<file path="src/logic/flash_ctl_pkg.sv">
// Package: register map, field layout and timing constants of the flash control bank
package flash_ctl_pkg;

	// ************************************************************
	// Register offsets (byte addresses, one 32-bit word each)
	// ************************************************************
	localparam logic [11:0] OFS_TIMING_DIVIDER   = 12'h000;
	localparam logic [11:0] OFS_PROTECTION_STATE = 12'h004;
	localparam logic [11:0] OFS_WORD_INDEX       = 12'h008;
	localparam logic [11:0] OFS_CONTROL          = 12'h00c;
	localparam logic [11:0] OFS_STATUS           = 12'h010;

	// ************************************************************
	// Field positions
	// ************************************************************
	localparam int DIV_LOADED_BIT = 7;
	localparam int DIV_LOCK_BIT   = 6;
	localparam int DIV_W          = 6;
	localparam int IDX_W          = 3;
	localparam int KEY_MSB        = 7;
	localparam int KEY_LSB        = 6;
	localparam int SEC_MSB        = 1;
	localparam int SEC_LSB        = 0;
	localparam int CTL_RESET_SEQ_BIT = 0;
	localparam int CTL_CMD_DONE_BIT  = 1;
	localparam int CTL_UNSECURE_BIT  = 2;
	localparam int ST_KEY_OK_BIT     = 0;
	localparam int ST_SECURED_BIT    = 1;
	localparam int ST_TICK_BIT       = 2;

	// ************************************************************
	// Codes and reset values
	// ************************************************************
	localparam logic [1:0] CODE_ENABLED   = 2'h2;
	localparam logic [1:0] CODE_UNSECURED = 2'h2;
	localparam logic [7:0] PROT_ALL_SET   = 8'hff;
	localparam logic [7:0] BYTE_ZERO      = 8'h00;
	localparam logic [DIV_W-1:0] DIV_RESET = 6'h00;
	localparam logic [IDX_W-1:0] IDX_RESET = 3'h0;
	localparam logic [31:0] WORD_ZERO     = 32'h0000_0000;

	// ************************************************************
	// Timebase
	// ************************************************************
	localparam int TIMEBASE_HZ = 1000000;

	// Bus request taken from APB
	typedef struct packed {
		logic        wr;
		logic        rd;
		logic [11:0] addr;
		logic [31:0] wdata;
	} bus_req_t;

	// Divider register contents
	typedef struct packed {
		logic             loaded;
		logic             locked;
		logic [DIV_W-1:0] div;
	} divider_t;

endpackage

</file>
<file path="src/logic/timebase_gen.sv">
// Timebase generator: divides the bus clock by divisor+1 into a tick pulse
`timescale 1ns/1ps
module timebase_gen
	import flash_ctl_pkg::*;
#(
	parameter int W = DIV_W
) (
	// Clock and reset
	input  wire logic         pclk,
	input  wire logic         presetn,
	// Control
	input  wire logic [W-1:0] divisor,
	input  wire logic         run,
	// Timebase
	output logic              tick
);

	logic [W-1:0] cnt_reg;
	logic [W-1:0] cnt_next;
	logic         tick_reg;
	logic         tick_next;

	// Count down from divisor; one tick per divisor+1 bus cycles
	always_comb begin
		cnt_next  = cnt_reg;
		tick_next = 1'b0;
		if (!run) begin
			cnt_next = divisor;
		end else if (cnt_reg == '0) begin
			cnt_next  = divisor;
			tick_next = 1'b1;
		end else begin
			cnt_next = cnt_reg - 1'b1;
		end
	end

	always_ff @(posedge pclk or negedge presetn) begin
		if (!presetn) begin
			cnt_reg  <= '0;
			tick_reg <= 1'b0;
		end else begin
			cnt_reg  <= cnt_next;
			tick_reg <= tick_next;
		end
	end

	assign tick = tick_reg;

endmodule

</file>
<file path="src/logic/flash_divider_security_index_regs.sv">
// Flash controller bank: timing divider, protection state and word index
//
// Functional notes
// Divider bit 7 is read-only and reads 1 once the divider register is written after reset.
// Divider bit 6 is set only by a write of 1, cleared by reset, and freezes the divisor.
// The 6-bit divisor in bits 5-0 divides the bus clock to a nominal 1 MHz timebase.
// Software picks the divisor from the bus clock band, 0x00 for 1.0-1.6 MHz up to 0x1F.
// Software must not write the divider while a flash command is in progress.
// Divider writes are accepted during the flash reset sequence.
// The protection register is readable and ignores all bus writes; a control write with bit 2 set still forces bits 1-0 to code 10.
// At reset the protection register is loaded from the nonvolatile security byte.
// A double-bit error while reading the security byte sets every protection bit.
// Backdoor key access is enabled only by code 10 in bits 7-6.
// Bits 1-0 mean unsecured only for code 10, every other code means secured.
// Unsecuring by backdoor key forces bits 1-0 to code 10.
// Reserved nonvolatile bits 5-2 stay erased in the programmed byte.
// The index in bits 2-0 selects which command object word is accessed.
// Only the index bits of the index register are writable; upper bits read 0.
// Software avoids writing flash registers while a command is active.
// A divider write while locked leaves the divisor unchanged and flags no error.
`timescale 1ns/1ps
module flash_divider_security_index_regs
	import flash_ctl_pkg::*;
(
	// APB clock and reset
	input  wire logic        pclk,
	input  wire logic        presetn,
	// APB slave
	input  wire logic        psel,
	input  wire logic        penable,
	input  wire logic        pwrite,
	input  wire logic [11:0] paddr,
	input  wire logic [31:0] pwdata,
	input  wire logic [3:0]  pstrb,
	output logic [31:0]      prdata,
	output logic             pready,
	output logic             pslverr,
	// Nonvolatile load during the reset sequence
	input  wire logic        nv_load_valid,
	input  wire logic [7:0]  nv_security_byte,
	input  wire logic        nv_double_fault,
	// Backdoor key unsecure event from the command engine
	input  wire logic        backdoor_unsecure,
	// Outputs to the flash engine
	output logic [2:0]       command_word_select,
	output logic             timebase_tick,
	output logic             backdoor_key_enabled,
	output logic             flash_secured
);

	// ************************************************************
	// State
	// ************************************************************
	divider_t          div_reg;
	divider_t          div_next;
	logic [7:0]        prot_reg;
	logic [7:0]        prot_next;
	logic [IDX_W-1:0]  idx_reg;
	logic [IDX_W-1:0]  idx_next;
	logic              reset_seq_reg;
	logic              reset_seq_next;
	logic              cmd_done_reg;
	logic              cmd_done_next;
	logic              tick_seen_reg;
	logic              tick_seen_next;
	logic [31:0]       prdata_reg;
	logic [31:0]       prdata_next;
	logic              pready_reg;
	logic              pready_next;
	logic              pslverr_reg;
	logic              pslverr_next;
	logic              key_en_reg;
	logic              key_en_next;
	logic              secured_reg;
	logic              secured_next;
	logic              tick_raw;
	bus_req_t          req;
	logic              hit;

	// ************************************************************
	// Bus decode
	// ************************************************************
	// Access phase taken once; pready answers in the following cycle
	always_comb begin
		req.wr    = psel && penable && !pready_reg && pwrite;
		req.rd    = psel && penable && !pready_reg && !pwrite;
		req.addr  = paddr;
		req.wdata = pwdata;
		hit = (paddr == OFS_TIMING_DIVIDER) ||
		      (paddr == OFS_PROTECTION_STATE) ||
		      (paddr == OFS_WORD_INDEX) ||
		      (paddr == OFS_CONTROL) ||
		      (paddr == OFS_STATUS);
	end

	// ************************************************************
	// Register next state
	// ************************************************************
	// Writes need byte lane 0 since every field sits in the low byte
	always_comb begin
		div_next       = div_reg;
		prot_next      = prot_reg;
		idx_next       = idx_reg;
		reset_seq_next = reset_seq_reg;
		cmd_done_next  = cmd_done_reg;
		tick_seen_next = tick_seen_reg || tick_raw;
		// Divider: the hazard of writing mid-command is left to software
		if (req.wr && pstrb[0] && paddr == OFS_TIMING_DIVIDER) begin
			// No command-complete gate, so reset-sequence writes land
			div_next.loaded = 1'b1;
			if (!div_reg.locked) begin
				div_next.div = pwdata[DIV_W-1:0];
			end
			if (pwdata[DIV_LOCK_BIT]) begin
				div_next.locked = 1'b1;
			end
		end
		// Index: only the low bits are stored
		if (req.wr && pstrb[0] && paddr == OFS_WORD_INDEX) begin
			idx_next = pwdata[IDX_W-1:0];
		end
		// Control register of this bank
		if (req.wr && pstrb[0] && paddr == OFS_CONTROL) begin
			reset_seq_next = pwdata[CTL_RESET_SEQ_BIT];
			cmd_done_next  = pwdata[CTL_CMD_DONE_BIT];
		end
		// Reading status clears the sticky tick; a new tick wins
		if (req.rd && paddr == OFS_STATUS) begin
			tick_seen_next = tick_raw;
		end
		// Protection byte: loaded by the reset sequence; the bus only forces bits 1-0 to code 10 through the control unsecure bit
		if (nv_load_valid) begin
			if (nv_double_fault) begin
				prot_next = PROT_ALL_SET;
			end else begin
				prot_next = nv_security_byte;
			end
		end
		if (backdoor_unsecure || (req.wr && pstrb[0] &&
		    paddr == OFS_CONTROL && pwdata[CTL_UNSECURE_BIT])) begin
			prot_next[SEC_MSB:SEC_LSB] = CODE_UNSECURED;
		end
	end

	// Decode of the protection codes
	always_comb begin
		key_en_next  = (prot_reg[KEY_MSB:KEY_LSB] == CODE_ENABLED);
		secured_next = (prot_reg[SEC_MSB:SEC_LSB] != CODE_UNSECURED);
	end

	// ************************************************************
	// Bus answer
	// ************************************************************
	// One wait state; unmapped addresses answer with pslverr
	always_comb begin
		pready_next  = psel && penable && !pready_reg;
		pslverr_next = pready_next && !hit;
		prdata_next  = WORD_ZERO;
		if (req.rd) begin
			unique case (paddr)
				OFS_TIMING_DIVIDER:
					prdata_next[7:0] = {div_reg.loaded, div_reg.locked,
					                    div_reg.div};
				OFS_PROTECTION_STATE:
					prdata_next[7:0] = prot_reg;
				OFS_WORD_INDEX:
					prdata_next[IDX_W-1:0] = idx_reg;
				OFS_CONTROL: begin
					prdata_next[CTL_RESET_SEQ_BIT] = reset_seq_reg;
					prdata_next[CTL_CMD_DONE_BIT]  = cmd_done_reg;
				end
				OFS_STATUS: begin
					prdata_next[ST_KEY_OK_BIT]  = key_en_reg;
					prdata_next[ST_SECURED_BIT] = secured_reg;
					prdata_next[ST_TICK_BIT]    = tick_seen_reg;
				end
				default:
					prdata_next = WORD_ZERO;
			endcase
		end
	end

	// ************************************************************
	// Registers
	// ************************************************************
	// Protection resets all-set so the part starts secured until loaded
	always_ff @(posedge pclk or negedge presetn) begin
		if (!presetn) begin
			div_reg       <= '{loaded: 1'b0, locked: 1'b0, div: DIV_RESET};
			prot_reg      <= PROT_ALL_SET;
			idx_reg       <= IDX_RESET;
			reset_seq_reg <= 1'b1;
			cmd_done_reg  <= 1'b0;
			tick_seen_reg <= 1'b0;
			prdata_reg    <= WORD_ZERO;
			pready_reg    <= 1'b0;
			pslverr_reg   <= 1'b0;
			key_en_reg    <= 1'b0;
			secured_reg   <= 1'b1;
		end else begin
			div_reg       <= div_next;
			prot_reg      <= prot_next;
			idx_reg       <= idx_next;
			reset_seq_reg <= reset_seq_next;
			cmd_done_reg  <= cmd_done_next;
			tick_seen_reg <= tick_seen_next;
			prdata_reg    <= prdata_next;
			pready_reg    <= pready_next;
			pslverr_reg   <= pslverr_next;
			key_en_reg    <= key_en_next;
			secured_reg   <= secured_next;
		end
	end

	// ************************************************************
	// Timebase
	// ************************************************************
	// Runs only once software has loaded a divisor
	timebase_gen #(
		.W(DIV_W)
	) u_timebase (
		.pclk    (pclk),
		.presetn (presetn),
		.divisor (div_reg.div),
		.run     (div_reg.loaded),
		.tick    (tick_raw)
	);

	// ************************************************************
	// Outputs
	// ************************************************************
	assign prdata               = prdata_reg;
	assign pready               = pready_reg;
	assign pslverr              = pslverr_reg;
	assign command_word_select  = idx_reg;
	assign timebase_tick        = tick_raw;
	assign backdoor_key_enabled = key_en_reg;
	assign flash_secured        = secured_reg;

endmodule

</file>
<file path="config.mk">
export PLATFORM = sky130hd
export DESIGN_NAME = flash_divider_security_index_regs
export DESIGN_NICKNAME = d
export VERILOG_FILES = /design/src/logic/flash_ctl_pkg.sv /design/src/logic/timebase_gen.sv /design/src/logic/flash_divider_security_index_regs.sv
export SDC_FILE = /design/constraint.sdc
export NUM_CORES = 1
export LEC_CHECK = 0
export ABC_AREA = 0
export BUFFER_PORTS_ARGS = -buffer_cell sky130_fd_sc_hd__buf_4
export CORE_UTILIZATION = 45
export CTS_CLUSTER_DIAMETER = 40
export DETAILED_ROUTE_END_ITERATION = 12
export HOLD_SLACK_MARGIN = 0.08
export MAX_ROUTING_LAYER = met4
export PLACE_DENSITY = 0.78
export SLEW_MARGIN = 5
export SYNTH_ARGS = -nofsm -noshare
export SYNTH_HDL_FRONTEND = slang
export SYNTH_SLANG_ARGS = --single-unit
</file>
<file path="constraint.sdc">
create_clock -name pclk -period 2.3 [get_ports pclk]
set_input_delay 0.115 -clock pclk [delete_from_list [all_inputs] [get_ports pclk]]
set_output_delay 0.115 -clock pclk [all_outputs]
set_load 0.1 [all_outputs]
</file>
==> metrics.txt, run 1 <==
Leak Pwr 1.32 nW; register area share after synthesis between 50% and 60%; DIE WIDTH 69.6 microns; syn_area_per_cell between 10 and 15 sq um; Max-cap violations 0; core box area 4380 sq um; mux share of post-synthesis cell area roughly 12%; first-pass GRT wire length between 7 and 8 mm; Post-synth ARST share between 90% and 100%; setup violators final 0; synthesized area 2050 sq um; total gr overflow 0; crit path cell chain and3b_1 > nand4b_2 > nor4_4 > mux2_2; number of diodes 0; gp weighted congestion approximately 0.82; Post-Synth Adder-Cell Area about 1.2%; slew at the pin closest to its max-slew limit around 0.55 ns; port bufs 51; Final HPWL DP about 3.1 mm; Slew HR between 60 and 70%; Post-synth EDFFs 0; # rows 24; PwrDens around 640 nW/um^2; CP Buf/Inv Count 0; main combinational cell family by area after synthesis simple AND/OR/NAND/NOR gates; Die Y between 60 and 70 microns; most common cell in the netlist dfrtp_1; CP max stage delay ~0.47 ns; Tmin final around 1.9 ns; DR WL/cell 13.6 microns; PostCTS Resize Cnt 0; Mapped Cells 188; clock-pin slew on the worst setup and hold paths ~0.08 ns; H-tree depth 2; Peak VDD IR 0.392 mV; vias per cell around 4.9; startpoint types register; data arrival time of the worst path about 2.1 ns; vias post-DR roughly 1500; cell taking the most area after synthesis dfrtp_1; crit end category register; CTS Sinks roughly 40; clk root buf clkbuf_8; synth top area cells dfrtp_1 38%, dfstp_2 13%, buf_4 8.8%; total power draw about 1.7 mW; XOR/XNOR Fraction of Synth Area between 1.5 and 2%; achievable frequency roughly 530 MHz; Synth cell types 38; clk_lat worst skew 0.30 ns; Post-route DRC 0; status completed; Bufs on Longest Clock Path 2; crit path max fanout 6; share of the synthesized area in the top cell type a little under two fifths; area fraction in compound gates after synthesis 6.33%; Final ANT Viol Nets 0; fin. max-slew vios 0; Initial Utilization 46.9%; crit path kind register to register; Post-CTS Setup Inserts 0; Final Hold Vio Count 0; Worst EP required around 2.5 ns; Yosys reg bits 41; YS warnings 0; hold crit path type input pin to register; total I/O pin count approximately 100; GRT Total Usage just under 20%; Setup TNS 0 ns; Synth Flop Type dfrtp_1; initial antenna violation count 0; Inserted Clock Buffers 5; Clock Skews just over 0.006 ns; delay-heaviest family, CP simple AND/OR/NAND/NOR gates; share of cells above drive strength 1 roughly 35%; number of global-route vias before repair between 1500 and 2000; Area Overhead vs Synth 29.8%; CTS tree yes; Total Wirelength between 4 and 5 mm; nets@finish 322; drt pass-1 iters 4; Commonest cells post-synth 31 x dfrtp_1, 24 x buf_4, 24 x nor2_1; setup repair after global routing missed its margin no; simple-gate share of the synthesized area ~18%; Die ar. roughly 4800 sq um; DRT iter0 DRCs 96; Tcrit/Tclk final between 80% and 90%; Slowest-stage cell, CP nor4_4; largest net degree at the start of global routing 42
## worst paths after layout
| check | from | to | slack (ns) | depth (start not counted) |
|---|---|---|---|---|
| max | pready$_DFF_PN0_ | div_reg[0]$_DFFE_PN0P_ | 0.40 | 4 |
| min | nv_security_byte[4] | prot_reg[4]$_DFFE_PN1P_ | 0.09 | 3 |
| max reg2reg | pready$_DFF_PN0_ | div_reg[0]$_DFFE_PN0P_ | 0.40 | 4 |
| min reg2reg | prot_reg[1]$_DFFE_PN1P_ | flash_secured$_DFF_PN1_ | 0.49 | 1 |
| max in group asynchronous | presetn | prot_reg[4]$_DFFE_PN1P_ | 1.60 | 2 |
| min in group asynchronous | presetn | prdata[2]$_DFF_PN0_ | 0.32 | 2 |
## per-layer routing
metal	GRT usage [%]	vias up	part of all wire (%)
met2	33.3	55	51
met1	20.6	735	40
met5	-	-	0
met3	5.96	10	6.2
li1	-	728	-
met4	8.39	0	2.4
## layout by cell type, fill, tap and decap left out, drive strengths merged, types with 2 or more instances in the layout
master | synthesis | routed
or3 | 2 | 2
xnor2 | 2 | 2
dfstp | 10 | 10
dlygate4sd3 | 0 | 16
xor2 | 2 | 2
nand2b | 4 | 4
mux4 | 2 | 2
mux2 | 11 | 11
nand3 | 5 | 5
nand2 | 10 | 10
nor2 | 25 | 25
nor2b | 2 | 2
dfrtp | 31 | 31
nor4 | 4 | 4
inv | 5 | 5
mux2i | 6 | 6
conb | 1 | 24
buf | 26 | 52
nor3 | 4 | 4
a21oi | 12 | 12
clkbuf | 4 | 7
o21ai | 9 | 9
ha | 2 | 2
## where the power goes
| group | switching [mW] | internal (mW) | total [mW] |
|---|---|---|---|
| clock | 0.248 | 0.354 | 0.601 |
| sequential | 0.0101 | 0.746 | 0.756 |
| combinational | 0.275 | 0.0871 | 0.362 |
## area by class of cell
type	count	area (sq um)
clock buffer	7	86.3
clock inverter	1	30.0
fill	370	1720
inverter	5	18.8
multi-input combinational	135	878
sequential	41	1040
tap	52	65.1
timing repair buffer	68	551
## per-stage QoR
| step | utilization, % | std cells | instance area, sq um | setup slack, ns | hold WS (ns) |
|---|---|---|---|---|---|
| finish | 60.8 | 309 | 2670 | 0.400 | 0.0867 |
| global route | 60.8 | 309 | 2670 | 0.305 | 0.0908 |
| CTS | 60.8 | 309 | 2670 | 0.393 | 0.0822 |
| detailed placement | 54.5 | 285 | 2390 | 0.421 | 0.120 |
| global placement | 54.5 | 285 | 2390 | 0.415 | 0.118 |
| floorplan | - | 211 | 2140 | 0.118 | -0.181 |
## worst register-to-register path: stages (launching register included)
cell and delay [ns]:
dfrtp_1 0.38, and3b_1 0.29, nand4b_2 0.24, nor4_4 0.47, mux2_2 0.40
## repair_timing
| action | 4_1_cts | 5_1_grt |
|---|---|---|
| hold buffers | 16 | 0 |
| hold endpoints to repair | 49 | 0 |
| endpoints found under the setup margin | 0 | 0 |
## cell families after synthesis
group | Yosys count
AOI/OAI and AO/OA | 24
muxes | 19
DFF | 41
adders and majority gates | 2
and+or+nand+nor | 62
other | 1
buffers and inverters | 35
xor gates and xnor gates | 4
(Power assumes the default switching activity.)
==> run 2, diff against run 1 <==
==> constraint.sdc (replaced) <==
create_clock -name pclk -period 1.95 [get_ports pclk]
set_input_delay 0.0975 -clock pclk [delete_from_list [all_inputs] [get_ports pclk]]
set_output_delay 0.0975 -clock pclk [all_outputs]
set_load 0.1 [all_outputs]
==> run 2 against run 1 <==
- cell count increased by 1.9%
- setup slack worse by 0.28 ns
- clock skew up 0.0033 ns
- count of clock-buffer cells in the layout is the same
- highest routed layer unchanged
- critical path type unchanged
- critical path depth stayed put
==> metrics.txt, run 2 (synthesized netlist as in run 1, its figures left out) <==
largest net degree at the start of global routing 42; Worst EP required between 2 and 2.5 ns; # rows 24; clock-pin slew on the worst setup and hold paths approximately 0.080 ns; PostCTS Resize Cnt 0; startpoint types register; hold path start paddr[4]; hold crit path type input pin to register; Tcrit/Tclk final approximately 94%; core box area 4380 sq um; Tmin final between 1.5 and 2 ns; number of diodes 0; FF-to-FF path depth 4; r2r endpoint cmd_done_reg$_DFFE_PN0N_; Leak Pwr 1.34 nW; Final ANT Viol Nets 0; total gr overflow 0; Post-route DRC 0; final worst slack approximately 0.12 ns; fin util 62.1%; DR WL/cell about 14 microns; port bufs between 50 and 60; Post-CTS Setup Inserts 0; Worst Setup SP pready$_DFF_PN0_; Reg2Reg Launch Point pready$_DFF_PN0_; DRT iter0 DRCs 64; status completed; register area between 1000 and 1500 sq um; Die ar. ~4800 sq um; area post-placement about 2400 sq um; Bufs on Longest Clock Path 2; area occupied by multi-input gates around 900 sq um; nets@finish about 330; vias per cell around 4.9; WHS Path Cells 3; first-pass GRT wire length about 7.3 mm; CTS Sinks 41; Area Overhead vs Synth 32.5%; clk_lat worst skew approximately 0.30 ns; Slowest-stage cell, CP dfrtp_4; crit path max fanout 5; clk root buf clkbuf_8; Worst Hold Path EP prdata[0]$_DFF_PN0_; gp weighted congestion approximately 0.73; Finished Layout Cells about 320; total I/O pin count 104; Final HPWL DP 3.09 mm; share of cells above drive strength 1 36.5%; number of global-route vias before repair around 1600; post-route cell area roughly 2700 sq um; H-tree depth 2; commonest non-fill, non-tap cell in the layout buf_4; setup violators final 0; Setup TNS 0 ns; Max-cap violations 0; GRT Total Usage 20.6%; flop-to-flop setup slack 0.12 ns; Total Wirelength between 4 and 5 mm; Final Hold Vio Count 0; Initial Utilization around 47%; crit path kind register to register; Fill cells 347; vias post-DR 1534; data arrival time of the worst path between 2 and 2.5 ns; fin. max-slew vios 0; achievable frequency between 500 and 600 MHz; drt pass-1 iters 4; crit end category register; total power draw 1.95 mW; Inserted Clock Buffers 5; CTS tree yes; Die Y 69.6 microns; Peak VDD IR between 0.4 and 0.5 mV; DP Worst Slack about 0.12 ns; Hold-fix buffers, CTS 20; Clock Skews approximately 0.0095 ns; Fin Hold WS ~0.10 ns; Inst Count DP 287; crit path cell chain and3b_2 > nand4b_4 > or4_4 > mux2_4; CP max stage delay 0.48 ns; PwrDens 717 nW/um^2; most frequent cells in the layout 54 x buf_4, 30 x dfrtp_1, 24 x nor2_1, 24 x conb_1, 20 x dlygate4sd3_1; DIE WIDTH about 70 microns; setup repair after global routing missed its margin no; initial antenna violation count 0
run 2: changes by cell type in the layout (fill, tap and decap cells not counted):
cell | previous run | this run
clkinv_2 | 0 | 1
nand4b_4 | 0 | 1
dlygate4sd3_1 | 16 | 20
dfrtp_1 | 31 | 30
and3b_1 | 1 | 0
dfrtp_4 | 0 | 1
clkbuf_8 | 6 | 7
clkbuf_1 | 1 | 0
and3b_2 | 0 | 1
nand4b_2 | 1 | 0
bufinv_16 | 1 | 0
buf_4 | 52 | 54
run 2: worst max path at each step:
| stage | end | slack [ns] | depth (start not counted) |
|---|---|---|---|
| CTS | cmd_done_reg$_DFFE_PN0N_ | 0.11 | 4 |
| floorplan | cmd_done_reg$_DFFE_PN0N_ | 0.02 | 4 |
| detailed placement | cmd_done_reg$_DFFE_PN0N_ | 0.12 | 4 |
| global placement | cmd_done_reg$_DFFE_PN0N_ | 0.15 | 4 |
| global route | cmd_done_reg$_DFFE_PN0N_ | 0.06 | 4 |
| finish | cmd_done_reg$_DFFE_PN0N_ | 0.12 | 4 |
run 2: metal layers:
layer  vias to the layer above  track usage, %  wire length (microns)
met3                        13            5.81                    243
met4                         0            9.30                    120
met5                         -               -                      0
met2                        57            35.9                   2380
met1                       730            21.4                   1650
li1                        734               -                      -
run 2: final cells by class:
type	count	share of cell area (%)
clock inverter	1	0.184
inverter	5	0.690
tap	52	2.39
timing repair buffer	74	22.3
clock buffer	7	3.54
sequential	41	38.3
multi-input combinational	135	32.6
run 2: power breakdown:
group	switching [mW]	internal (mW)	leakage, nW	total (mW)
combinational	0.327	0.112	0.755	0.439
clock	0.298	0.320	0.0542	0.618
sequential	0.0131	0.880	0.534	0.893
total	0.638	1.31	1.34	1.95
run 2: critical path: cells and delay by family (launching register included):
kind / cells / cell delay, ns
simple gates: 3 / 0.93
flops: 1 / 0.48
mux: 1 / 0.31
